$ cat config.mk
export PLATFORM = sky130hd
export DESIGN_NAME = sbt_timer
export DESIGN_NICKNAME = d
export VERILOG_FILES = /design/src/logic/sbt_pkg.sv /design/src/logic/sbt_prescaler.sv /design/src/logic/sbt_timer.sv
export VERILOG_INCLUDE_DIRS = /design/src /design/src/logic
export SDC_FILE = /design/constraint.sdc
export NUM_CORES = 1
export LEC_CHECK = 0
export BUFFER_PORTS_ARGS = -buffer_cell sky130_fd_sc_hd__buf_2
export CAP_MARGIN = 20
export CORE_UTILIZATION = 55
export CTS_CLUSTER_SIZE = 40
export DETAILED_ROUTE_END_ITERATION = 10
export GPL_ROUTABILITY_DRIVEN = 0
export GPL_TIMING_DRIVEN = 0
export PLACE_DENSITY = 0.91
export SETUP_SLACK_MARGIN = 0.3
export SKIP_CTS_REPAIR_TIMING = 1
export SLEW_MARGIN = 25
export SYNTH_ARGS = -nofsm -noshare
export SYNTH_HDL_FRONTEND = slang
export SYNTH_SLANG_ARGS = --single-unit
export TNS_END_PERCENT = 20
$ cat constraint.sdc
create_clock -name pclk -period 3.47 [get_ports pclk]
set_clock_uncertainty 0.1 [all_clocks]
set_input_delay 0.1735 -clock pclk [delete_from_list [all_inputs] [get_ports pclk]]
set_output_delay 0.1735 -clock pclk [all_outputs]
set_load 0.03 [all_outputs]
$ cat src/logic/sbt_consts.svh
// constants for the sixteen bit timer counter: offsets, fields, resets
`ifndef SBT_CONSTS_SVH
`define SBT_CONSTS_SVH
// register indices as printed; byte address is four times the index
`define SBT_IDX_INTCTL 8'h0B
`define SBT_IDX_FLAGS 8'h0C
`define SBT_IDX_CNT_LO 8'h0E
`define SBT_IDX_CNT_HI 8'h0F
`define SBT_IDX_CTRL 8'h10
`define SBT_IDX_ENABLES 8'h8C
// compare unit registers
`define SBT_IDX_CMP_LO 8'h15
`define SBT_IDX_CMP_HI 8'h16
`define SBT_IDX_CMP_CTL 8'h17
// reset cause register: bit 0 power-on, bit 1 brown-out (write 1 to clear)
`define SBT_IDX_RST_CAUSE 8'h20
// field positions
`define SBT_CTRL_RUN 0
`define SBT_CTRL_CSEL 1
`define SBT_CTRL_NOSYNC 2
`define SBT_CTRL_OSCEN 3
`define SBT_CTRL_PS_LO 4
`define SBT_CTRL_MASK 8'h3F
`define SBT_FLAG_OVF 0
`define SBT_FLAG_CMP 2
`define SBT_FLAGS_MASK 8'hF7
`define SBT_CMP_MODE_SPECIAL 4'hB
`define SBT_CMP_CTL_MASK 8'h3F
`define SBT_RESET_BYTE 8'h00
`define SBT_FOSC_DIV 2'h3
`endif

$ cat src/logic/sbt_pkg.sv
// types shared by the sixteen bit timer counter
package sbt_pkg;
	typedef struct packed {
		logic [1:0] prescale_field;
		logic oscillator_enable;
		logic sync_disable;
		logic clock_source_select;
		logic run_bit;
	} sbt_ctrl_type;
	typedef struct packed {
		logic [7:0] count_high_byte;
		logic [7:0] count_low_byte;
	} sbt_count_type;
	typedef enum logic [1:0] {
		SBT_SRC_OFF = 2'b00,
		SBT_SRC_INT = 2'b01,
		SBT_SRC_SYNC = 2'b10,
		SBT_SRC_ASYNC = 2'b11
	} sbt_src_type;
endpackage

$ cat src/logic/sbt_prescaler.sv
// count-input prescaler: 1/2/4/8 divider with a software clear
`timescale 1ns/1ps
`default_nettype none
module sbt_prescaler
	import sbt_pkg::*;
(
	// clock and reset
	input wire logic pclk,
	input wire logic presetn,
	// control
	input wire logic clear,
	input wire logic tick_in,
	input wire logic [1:0] ratio,
	// result
	output logic tick_out
);
	logic [2:0] cnt_q;
	logic [2:0] limit;

	always_comb begin
		case (ratio)
			2'b11: limit = 3'h7;
			2'b10: limit = 3'h3;
			2'b01: limit = 3'h1;
			default: limit = 3'h0;
		endcase
	end

	// registered pulse, so the counter steps one cycle after the input
	always_ff @(posedge pclk or negedge presetn) begin
		if (!presetn) begin
			cnt_q <= 3'h0;
			tick_out <= 1'b0;
		end else if (clear) begin
			cnt_q <= 3'h0;
			tick_out <= 1'b0;
		end else if (tick_in) begin
			tick_out <= (cnt_q == limit);
			cnt_q <= (cnt_q == limit) ? 3'h0 : cnt_q + 3'h1;
		end else begin
			tick_out <= 1'b0;
		end
	end
endmodule // sbt_prescaler
`default_nettype wire

$ cat src/logic/sbt_timer.sv
// sixteen bit timer counter with APB register access
//
// Contract
// - counter counts up and wraps to zero
// - wrap latches overflow flag bit 0
// - interrupt only while overflow enable set
// - control bit 1 selects external edges
// - advance per instruction cycle or edge
// - run bit gates counting, holds value
// - prescale field divides by 1/2/4/8
// - oscillator enable forces both pins input
// - oscillator keeps running during sleep
// - special event trigger clears counter
// - trigger clear never sets overflow flag
// - counter write beats coincident trigger clear
// - resets leave counter bytes unchanged
// - power-on or brown-out clears control
// - counter byte write clears prescaler
// - compare match in mode 1011 triggers
//
// Implementation choice: the APB slave port.
`include "sbt_consts.svh"
`timescale 1ns/1ps
`default_nettype none
module sbt_timer
	import sbt_pkg::*;
(
	// apb slave
	input wire logic pclk,
	input wire logic presetn,
	input wire logic psel,
	input wire logic penable,
	input wire logic pwrite,
	input wire logic [31:0] paddr,
	input wire logic [31:0] pwdata,
	input wire logic [3:0] pstrb,
	output logic [31:0] prdata,
	output logic pready,
	output logic pslverr,
	// reset causes, one-cycle pulses
	input wire logic por_pulse,
	input wire logic bor_pulse,
	// core state
	input wire logic sleep_mode,
	// external count pin and its direction bits
	input wire logic external_count_pin,
	input wire logic [1:0] port_direction_in,
	output logic [1:0] port_direction_eff,
	// oscillator, interrupt and special event
	output logic osc_run,
	output logic overflow_irq,
	output logic special_event
);
	// ************************************************************
	// register bus
	// ************************************************************
	sbt_ctrl_type ctrl_q;
	sbt_count_type cnt_q;
	logic [7:0] flags_q;
	logic [7:0] enables_q;
	logic [7:0] intctl_q;
	logic [15:0] cmp_q;
	logic [5:0] cmp_ctl_q;
	logic [1:0] cause_q;
	logic acc;
	logic wr;
	logic rd_hit;
	logic [7:0] idx;
	logic [7:0] rd_val;
	logic [7:0] wbyte;
	// control is six bits wide; the reset byte is cut to fit on purpose
	localparam logic [7:0] CTRL_RST = `SBT_RESET_BYTE;

	function automatic logic hit(input logic [31:0] a, input logic [7:0] i);
		hit = (a[31:10] == 22'h0) && (a[9:2] == i) && (a[1:0] == 2'h0);
	endfunction

	assign acc = psel && penable && pready;
	assign wr = acc && pwrite && pstrb[0];
	assign idx = paddr[9:2];
	assign wbyte = pwdata[7:0];

	always_comb begin
		rd_hit = 1'b1;
		rd_val = 8'h00;
		if (paddr[31:10] != 22'h0 || paddr[1:0] != 2'h0) begin
			rd_hit = 1'b0;
		end else begin
			case (idx)
				`SBT_IDX_INTCTL: rd_val = intctl_q;
				`SBT_IDX_FLAGS: rd_val = flags_q;
				`SBT_IDX_CNT_LO: rd_val = cnt_q.count_low_byte;
				`SBT_IDX_CNT_HI: rd_val = cnt_q.count_high_byte;
				`SBT_IDX_CTRL: rd_val = {2'h0, ctrl_q};
				`SBT_IDX_ENABLES: rd_val = enables_q;
				`SBT_IDX_CMP_LO: rd_val = cmp_q[7:0];
				`SBT_IDX_CMP_HI: rd_val = cmp_q[15:8];
				`SBT_IDX_CMP_CTL: rd_val = {2'h0, cmp_ctl_q};
				`SBT_IDX_RST_CAUSE: rd_val = {6'h00, cause_q};
				default: rd_hit = 1'b0;
			endcase
		end
	end

	// no wait state: setup, then access completes on the second edge
	always_ff @(posedge pclk or negedge presetn) begin
		if (!presetn) begin
			pready <= 1'b0;
		end else begin
			pready <= psel && !pready;
		end
	end

	always_ff @(posedge pclk or negedge presetn) begin
		if (!presetn) begin
			prdata <= 32'h0000_0000;
			pslverr <= 1'b0;
		end else if (psel && !pready) begin
			prdata <= pwrite ? 32'h0000_0000 : {24'h00_0000, rd_val};
			pslverr <= !rd_hit;
		end else begin
			pslverr <= 1'b0;
		end
	end

	// ************************************************************
	// control registers
	// ************************************************************
	// the apb reset stands for every reset and clears control too, as por/bor pulses do
	always_ff @(posedge pclk or negedge presetn) begin
		if (!presetn) begin
			ctrl_q <= sbt_ctrl_type'(CTRL_RST[5:0]);
		end else if (por_pulse || bor_pulse) begin
			ctrl_q <= sbt_ctrl_type'(CTRL_RST[5:0]);
		end else if (wr && hit(paddr, `SBT_IDX_CTRL)) begin
			ctrl_q <= sbt_ctrl_type'(wbyte[5:0]);
		end
	end

	always_ff @(posedge pclk or negedge presetn) begin
		if (!presetn) begin
			cause_q <= 2'h0;
		end else begin
			cause_q[0] <= por_pulse ||
				(cause_q[0] && !(wr && hit(paddr, `SBT_IDX_RST_CAUSE) && wbyte[0]));
			cause_q[1] <= bor_pulse ||
				(cause_q[1] && !(wr && hit(paddr, `SBT_IDX_RST_CAUSE) && wbyte[1]));
		end
	end

	always_ff @(posedge pclk or negedge presetn) begin
		if (!presetn) begin
			enables_q <= 8'h00;
			intctl_q <= 8'h00;
			cmp_q <= 16'h0000;
			cmp_ctl_q <= 6'h00;
		end else if (wr) begin
			if (hit(paddr, `SBT_IDX_ENABLES))
				enables_q <= wbyte & `SBT_FLAGS_MASK;
			if (hit(paddr, `SBT_IDX_INTCTL))
				intctl_q <= wbyte;
			if (hit(paddr, `SBT_IDX_CMP_LO))
				cmp_q[7:0] <= wbyte;
			if (hit(paddr, `SBT_IDX_CMP_HI))
				cmp_q[15:8] <= wbyte;
			if (hit(paddr, `SBT_IDX_CMP_CTL))
				cmp_ctl_q <= wbyte[5:0];
		end
	end

	// ************************************************************
	// count source
	// ************************************************************
	sbt_src_type src;
	logic [1:0] fosc_q;
	logic sync1_q;
	logic sync2_q;
	logic sync3_q;
	logic async_prev_q;
	logic in_tick;
	logic pre_tick;
	logic cnt_wr;

	always_comb begin
		if (!ctrl_q.run_bit)
			src = SBT_SRC_OFF;
		else if (!ctrl_q.clock_source_select)
			src = SBT_SRC_INT;
		else if (ctrl_q.sync_disable)
			src = SBT_SRC_ASYNC;
		else
			src = SBT_SRC_SYNC;
	end

	// instruction cycle: one tick every fourth clock
	always_ff @(posedge pclk or negedge presetn) begin
		if (!presetn) begin
			fosc_q <= 2'h0;
		end else begin
			fosc_q <= fosc_q + 2'h1;
		end
	end

	always_ff @(posedge pclk or negedge presetn) begin
		if (!presetn) begin
			sync1_q <= 1'b0;
			sync2_q <= 1'b0;
			sync3_q <= 1'b0;
			async_prev_q <= 1'b0;
		end else begin
			sync1_q <= external_count_pin;
			sync2_q <= sync1_q;
			sync3_q <= sync2_q;
			async_prev_q <= external_count_pin;
		end
	end

	// the async path samples the pin once, so it keeps working in sleep
	// but a trigger clear there may race the count, which software avoids
	always_comb begin
		case (src)
			SBT_SRC_INT: in_tick = (fosc_q == `SBT_FOSC_DIV) && !sleep_mode;
			SBT_SRC_SYNC: in_tick = sync2_q && !sync3_q && !sleep_mode;
			SBT_SRC_ASYNC: in_tick = external_count_pin && !async_prev_q;
			default: in_tick = 1'b0;
		endcase
	end

	assign cnt_wr = wr && (hit(paddr, `SBT_IDX_CNT_LO) ||
		hit(paddr, `SBT_IDX_CNT_HI));

	sbt_prescaler u_pre (
		.pclk(pclk),
		.presetn(presetn),
		.clear(cnt_wr),
		.tick_in(in_tick),
		.ratio(ctrl_q.prescale_field),
		.tick_out(pre_tick)
	);

	// ************************************************************
	// counter, compare and flags
	// ************************************************************
	logic trig;
	logic wrap;
	logic cmp_match_q;

	// a match fires once per arrival at the compare value
	always_ff @(posedge pclk or negedge presetn) begin
		if (!presetn) begin
			cmp_match_q <= 1'b0;
		end else begin
			cmp_match_q <= (cnt_q == cmp_q);
		end
	end

	assign trig = (cmp_ctl_q[3:0] == `SBT_CMP_MODE_SPECIAL) &&
		(cnt_q == cmp_q) && !cmp_match_q;
	// a coincident byte write wins, so no rollover happens then
	assign wrap = pre_tick && (cnt_q == 16'hFFFF) && !trig && !cnt_wr;

	// no reset branch: counter bytes keep their value through every reset
	always_ff @(posedge pclk) begin
		if (cnt_wr) begin
			if (hit(paddr, `SBT_IDX_CNT_LO))
				cnt_q.count_low_byte <= wbyte;
			if (hit(paddr, `SBT_IDX_CNT_HI))
				cnt_q.count_high_byte <= wbyte;
		end else if (trig) begin
			cnt_q <= 16'h0000;
		end else if (pre_tick) begin
			cnt_q <= cnt_q + 16'h0001;
		end
	end

	always_ff @(posedge pclk or negedge presetn) begin
		if (!presetn) begin
			flags_q <= 8'h00;
		end else begin
			if (wr && hit(paddr, `SBT_IDX_FLAGS))
				flags_q <= wbyte & `SBT_FLAGS_MASK;
			if (wrap)
				flags_q[`SBT_FLAG_OVF] <= 1'b1;
			if (trig)
				flags_q[`SBT_FLAG_CMP] <= 1'b1;
		end
	end

	// ************************************************************
	// outputs
	// ************************************************************
	always_ff @(posedge pclk or negedge presetn) begin
		if (!presetn) begin
			overflow_irq <= 1'b0;
			special_event <= 1'b0;
			osc_run <= 1'b0;
			port_direction_eff <= 2'h3;
		end else begin
			overflow_irq <= flags_q[`SBT_FLAG_OVF] &&
				enables_q[`SBT_FLAG_OVF];
			special_event <= trig;
			osc_run <= ctrl_q.oscillator_enable;
			port_direction_eff <= ctrl_q.oscillator_enable ? 2'h3 :
				port_direction_in;
		end
	end

	// ************************************************************
	// checks
	// ************************************************************
	a_irq_gated: assert property (@(posedge pclk) disable iff (!presetn)
		overflow_irq |-> $past(enables_q[0]) && $past(flags_q[0]))
		else $error("overflow irq without enable and flag");
	a_wrap_flag: assert property (@(posedge pclk) disable iff (!presetn)
		wrap |=> flags_q[0] && cnt_q == 16'h0000)
		else $error("wrap did not set flag or zero counter");
	a_trig_clear: assert property (@(posedge pclk) disable iff (!presetn)
		trig && !cnt_wr |=> cnt_q == 16'h0000)
		else $error("trigger did not clear counter");
	a_trig_noflag: assert property (@(posedge pclk) disable iff (!presetn)
		trig && !flags_q[0] && !wr |=> !flags_q[0])
		else $error("trigger set overflow flag");
	// counter bytes are unknown until written, so the step is checked instead
	a_stop_hold: assert property (@(posedge pclk) disable iff (!presetn)
		!ctrl_q.run_bit ##1 !ctrl_q.run_bit |-> !pre_tick)
		else $error("counter stepped while stopped");
	a_count_step: assert property (@(posedge pclk) disable iff (!presetn)
		pre_tick && !cnt_wr && !trig |=> cnt_q == $past(cnt_q) + 16'h0001)
		else $error("counter did not step by one");
	a_pre_clear: assert property (@(posedge pclk) disable iff (!presetn)
		cnt_wr |=> !pre_tick)
		else $error("prescaler not cleared by counter write");
	a_write_wins: assert property (@(posedge pclk) disable iff (!presetn)
		cnt_wr && hit(paddr, 8'h0E) |=> cnt_q[7:0] == $past(wbyte))
		else $error("counter write lost");
	a_ctrl_por: assert property (@(posedge pclk) disable iff (!presetn)
		por_pulse || bor_pulse |=> ctrl_q == 6'h00)
		else $error("control not cleared on por or bor");
	a_osc_pins: assert property (@(posedge pclk) disable iff (!presetn)
		ctrl_q.oscillator_enable ##1 ctrl_q.oscillator_enable |->
		port_direction_eff == 2'h3 && osc_run)
		else $error("pins not forced to input");
	a_int_rate: assert property (@(posedge pclk) disable iff (!presetn)
		src == SBT_SRC_INT && in_tick |=> !in_tick [*3])
		else $error("internal ticks closer than four clocks");
endmodule // sbt_timer
`default_nettype wire

==> flow_metrics.py <==
metrics = {
    "cells_and_area": {
        "drive_gt1_share_pct": 24.9,
        "num_antenna_cells": 0,
        "syn_to_final_growth_pct": 16.3,
        "fin_util_pct": 66.1,
        "n_fill_cell": 666,
        "nets": 659,
    },
    "power": {
        "p_clk_share_pct": 35.8,
        "switchingPower_uw": 506,
        "power.total_uw": 2040,
        "p_per_area_nw_per_um2": 334,
        "swShare_pct": 24.8,
        "power_leakage_uw": 0.00277,
        "seqPwrFrac_pct": 54.5,
        "power_frac_comb_pct": 9.6,
        "intPower_uw": 1530,
        "irDropWorstVdd_mv": 0.161,
    },
    "timing": {
        "rsz0062_at_grt": "false",
        "finalWorstSetupSlack_ns": 0.575,
        "whs_ns": 0.0154,
        "tightest_slew_ns": 0.896,
        "hold_violations": 0,
        "drv_slew": 0,
        "timing.slew.headroom_pct": 39.8,
        "tns_ns": 0,
        "period_minus_slack_ns": 2.89,
        "period_share_pct": 83.4,
        "fmax_ghz": 0.345,
        "setup_violations": 0,
    },
    "critical_path": {
        "worst-path-max-fanout": 10,
        "cp_data_required_time_ns": 3.41,
        "critPathCaptureType": "register",
        "crit_path_start_kind": "register",
        "arrival_ns": 2.83,
        "crit_type": "register to register",
    },
    "logic_synthesis": {
        "syn_avg_cell_area_um2": 11.2,
        "yosysUniqueCellTypes": 63,
        "yosys.area.top_type": "dfrtp_1",
        "synthFlopType": "dfrtp_1",
        "async_flop_share_pct": 82.8,
        "synthTopCellsByArea": "dfrtp_1 (36%), edfxtp_1 (9.1%), mux2_1 (7.9%)",
        "synth-edff-count": 16,
        "yosys_warnings": 0,
        "synth_top_area_share_pct": 35.7,
        "ys_seq_elements": 93,
        "syn_area_um2": 5260,
        "syn_inst": 469,
        "synth-seq-area-share_pct": 45.9,
    },
    "routing": {
        "ant_nets": 0,
        "drt_iter0_markers": 499,
        "drc_errors": 0,
        "viasPerCell": 6.04,
        "drt-wirelength-per-cell_um": 19.2,
        "vias": 4275,
        "finalWirelength_um": 13600,
        "first_pass_iters": 6,
    },
    "placement": {
        "port_buffers": 64,
        "hpwl_um": 9680,
        "post-place-ws_ns": 0.458,
    },
    "job": {
        "drv_cap": 0,
    },
    "clock_network": {
        "insertion_delay_ns": 0.37,
        "clk_pin_slew_ns": 0.09,
        "cts_inserted_buffers": 9,
        "cts_tree": "done",
        "cts_max_path_buffers": 2,
        "root_buffer": "clkbuf_8",
        "clkSinkCount": 93,
        "htree_levels": 3,
    },
    "global_route": {
        "grt_max_degree": 54,
        "grt_overflow_total": 0,
        "grt_pass1_wl_um": 21000,
        "grt_pass1_vias": 4168,
        "grt_use_total_pct": 28.3,
        "antenna_found_initial": 0,
    },
    "floorplanning": {
        "die_width_um": 99.7,
        "die_y_um": 99.7,
        "io_pins": 118,
        "rows": 35,
        "start_util_pct": 56.9,
        "die_area_um2": 9950,
        "core_um2": 9240,
    },
    "worst_hold_path": {
        "hp-class": "input pin to register",
    },
    "status": {
        "status": "finished clean",
    },
}
kinds of logic (layout without fill, tap and decap cells):
group / count (synthesis) / in the layout / share of synthesized area (%)
AO/OA/AOI/OAI: 81 / 81 / 10.7
XOR/XNOR: 31 / 31 / 5.17
adder cells (fa/ha/maj): 6 / 6 / 1.43
buffers and inverters: 55 / 142 / 6.26
flip-flops: 93 / 93 / 45.9
multiplexers: 58 / 58 / 12.5
other: 1 / 24 / 0.0714
AND/OR/NAND/NOR: 144 / 144 / 18.0
synthesized netlist by cell type, types with 4 or more instances:
| cell type | n |
|---|---|
| mux2i_1 | 12 |
| and3_1 | 11 |
| and4_1 | 4 |
| or2_2 | 4 |
| a22o_1 | 4 |
| nor4_4 | 6 |
| mux2_2 | 4 |
| mux2_4 | 5 |
| o21ai_0 | 5 |
| xor2_1 | 25 |
| nor2b_1 | 5 |
| nor4_1 | 7 |
| mux2_1 | 37 |
| a211oi_1 | 4 |
| a22oi_1 | 10 |
| o2bb2ai_1 | 4 |
| ha_1 | 6 |
| nand2_1 | 33 |
| buf_4 | 24 |
| a21oi_1 | 7 |
| inv_1 | 8 |
| clkbuf_1 | 10 |
| and2_1 | 9 |
| xnor2_1 | 6 |
| nor2_1 | 20 |
| nand3_1 | 12 |
| edfxtp_1 | 16 |
| nand4_1 | 9 |
| o21ai_1 | 24 |
| buf_2 | 8 |
| dfrtp_1 | 75 |
placed cells by master (no fill, tap or decap), types with 6 or more instances in the layout:
cell type and instances:
a21oi_1 7, a22oi_1 10, and2_1 9, and3_1 11, buf_2 71, buf_4 25
clkbuf_1 13, clkbuf_8 10, conb_1 24, dfrtp_1 75, dlygate4sd3_1 6, edfxtp_1 16
ha_1 6, inv_1 8, mux2_1 37, mux2i_1 12, nand2_1 33, nand3_1 12
nand4_1 9, nor2_1 20, nor4_1 7, nor4_4 6, o21ai_1 24, xnor2_1 6
xor2_1 25
power by group through the flow:
stage	Clock (µW)	Sequential [µW]	Combinational [µW]
final	731	1110	196
after global routing	774	1110	210
after CTS	732	1110	188
after detailed placement	0	1130	188
after global placement	0	1130	179
after floorplan	0	1140	96.5
worst max-delay path: stages (launching register included):
cell	delay, ns
edfxtp_1	0.36
clkbuf_1	0.22
xor2_1	0.21
nor4_1	0.29
nand4_1	0.29
o21bai_2	0.52
buf_6	0.22
o21a_1	0.35
metrics by stage:
step | instances | cell area [µm²]
2_1_floorplan | 492 | 5340
3_3_place_gp | 685 | 5820
3_5_place_dp | 686 | 5850
4_1_cts | 702 | 6050
5_1_grt | 708 | 6110
6_report | 708 | 6110
flip-flops by register name, summed over array words and instances (netlist names), 2 cells and up:
name / flops
port_direction_eff: 2
cmp_ctl_q: 6
u_pre.cnt_q: 3
fosc_q: 2
intctl_q: 8
prdata: 8
cause_q: 2
ctrl_q: 6
cnt_q: 16
enables_q: 7
cmp_q: 16
flags_q: 7
path summary, 6_finish.rpt:
path / start / to / slack (ns) / cells past startpoint
max: cnt_q[7] / cnt_q[9] / 0.58 / 7
min: pwdata[6] / enables_q[6] / 0.02 / 2
max reg2reg: cnt_q[7] / cnt_q[9] / 0.58 / 7
min reg2reg: async_prev_q / sync2_q / 0.29 / 0
max in group asynchronous: presetn / port_direction_eff[0] / 2.51 / 3
min in group asynchronous: presetn / cmp_q[5] / 0.14 / 2
routing by layer:
metal | wire [µm] | GRT usage (%) | vias up | part of all wire, %
met4 | 612 | 14.7 | 0 | 4.5
met3 | 1220 | 5.34 | 65 | 9.0
met1 | 5240 | 35.3 | 2032 | 39
li1 | - | - | 1880 | -
met5 | 0 | 0 | - | 0
met2 | 6530 | 46.8 | 298 | 48
layout make-up:
| type | instances | area, µm² | share of cell area, % |
|---|---|---|---|
| multi-input cells | 344 | 2610 | 42.7 |
| flip-flops and latches | 93 | 2410 | 39.4 |
| repair buffers | 71 | 410 | 6.71 |
| plain buffers | 47 | 299 | 4.89 |
| well taps | 129 | 161 | 2.64 |
| clock buffers | 13 | 149 | 2.44 |
| clock inverters | 3 | 43.8 | 0.716 |
| inverters | 8 | 30.0 | 0.491 |
(Power assumes the default switching activity.)
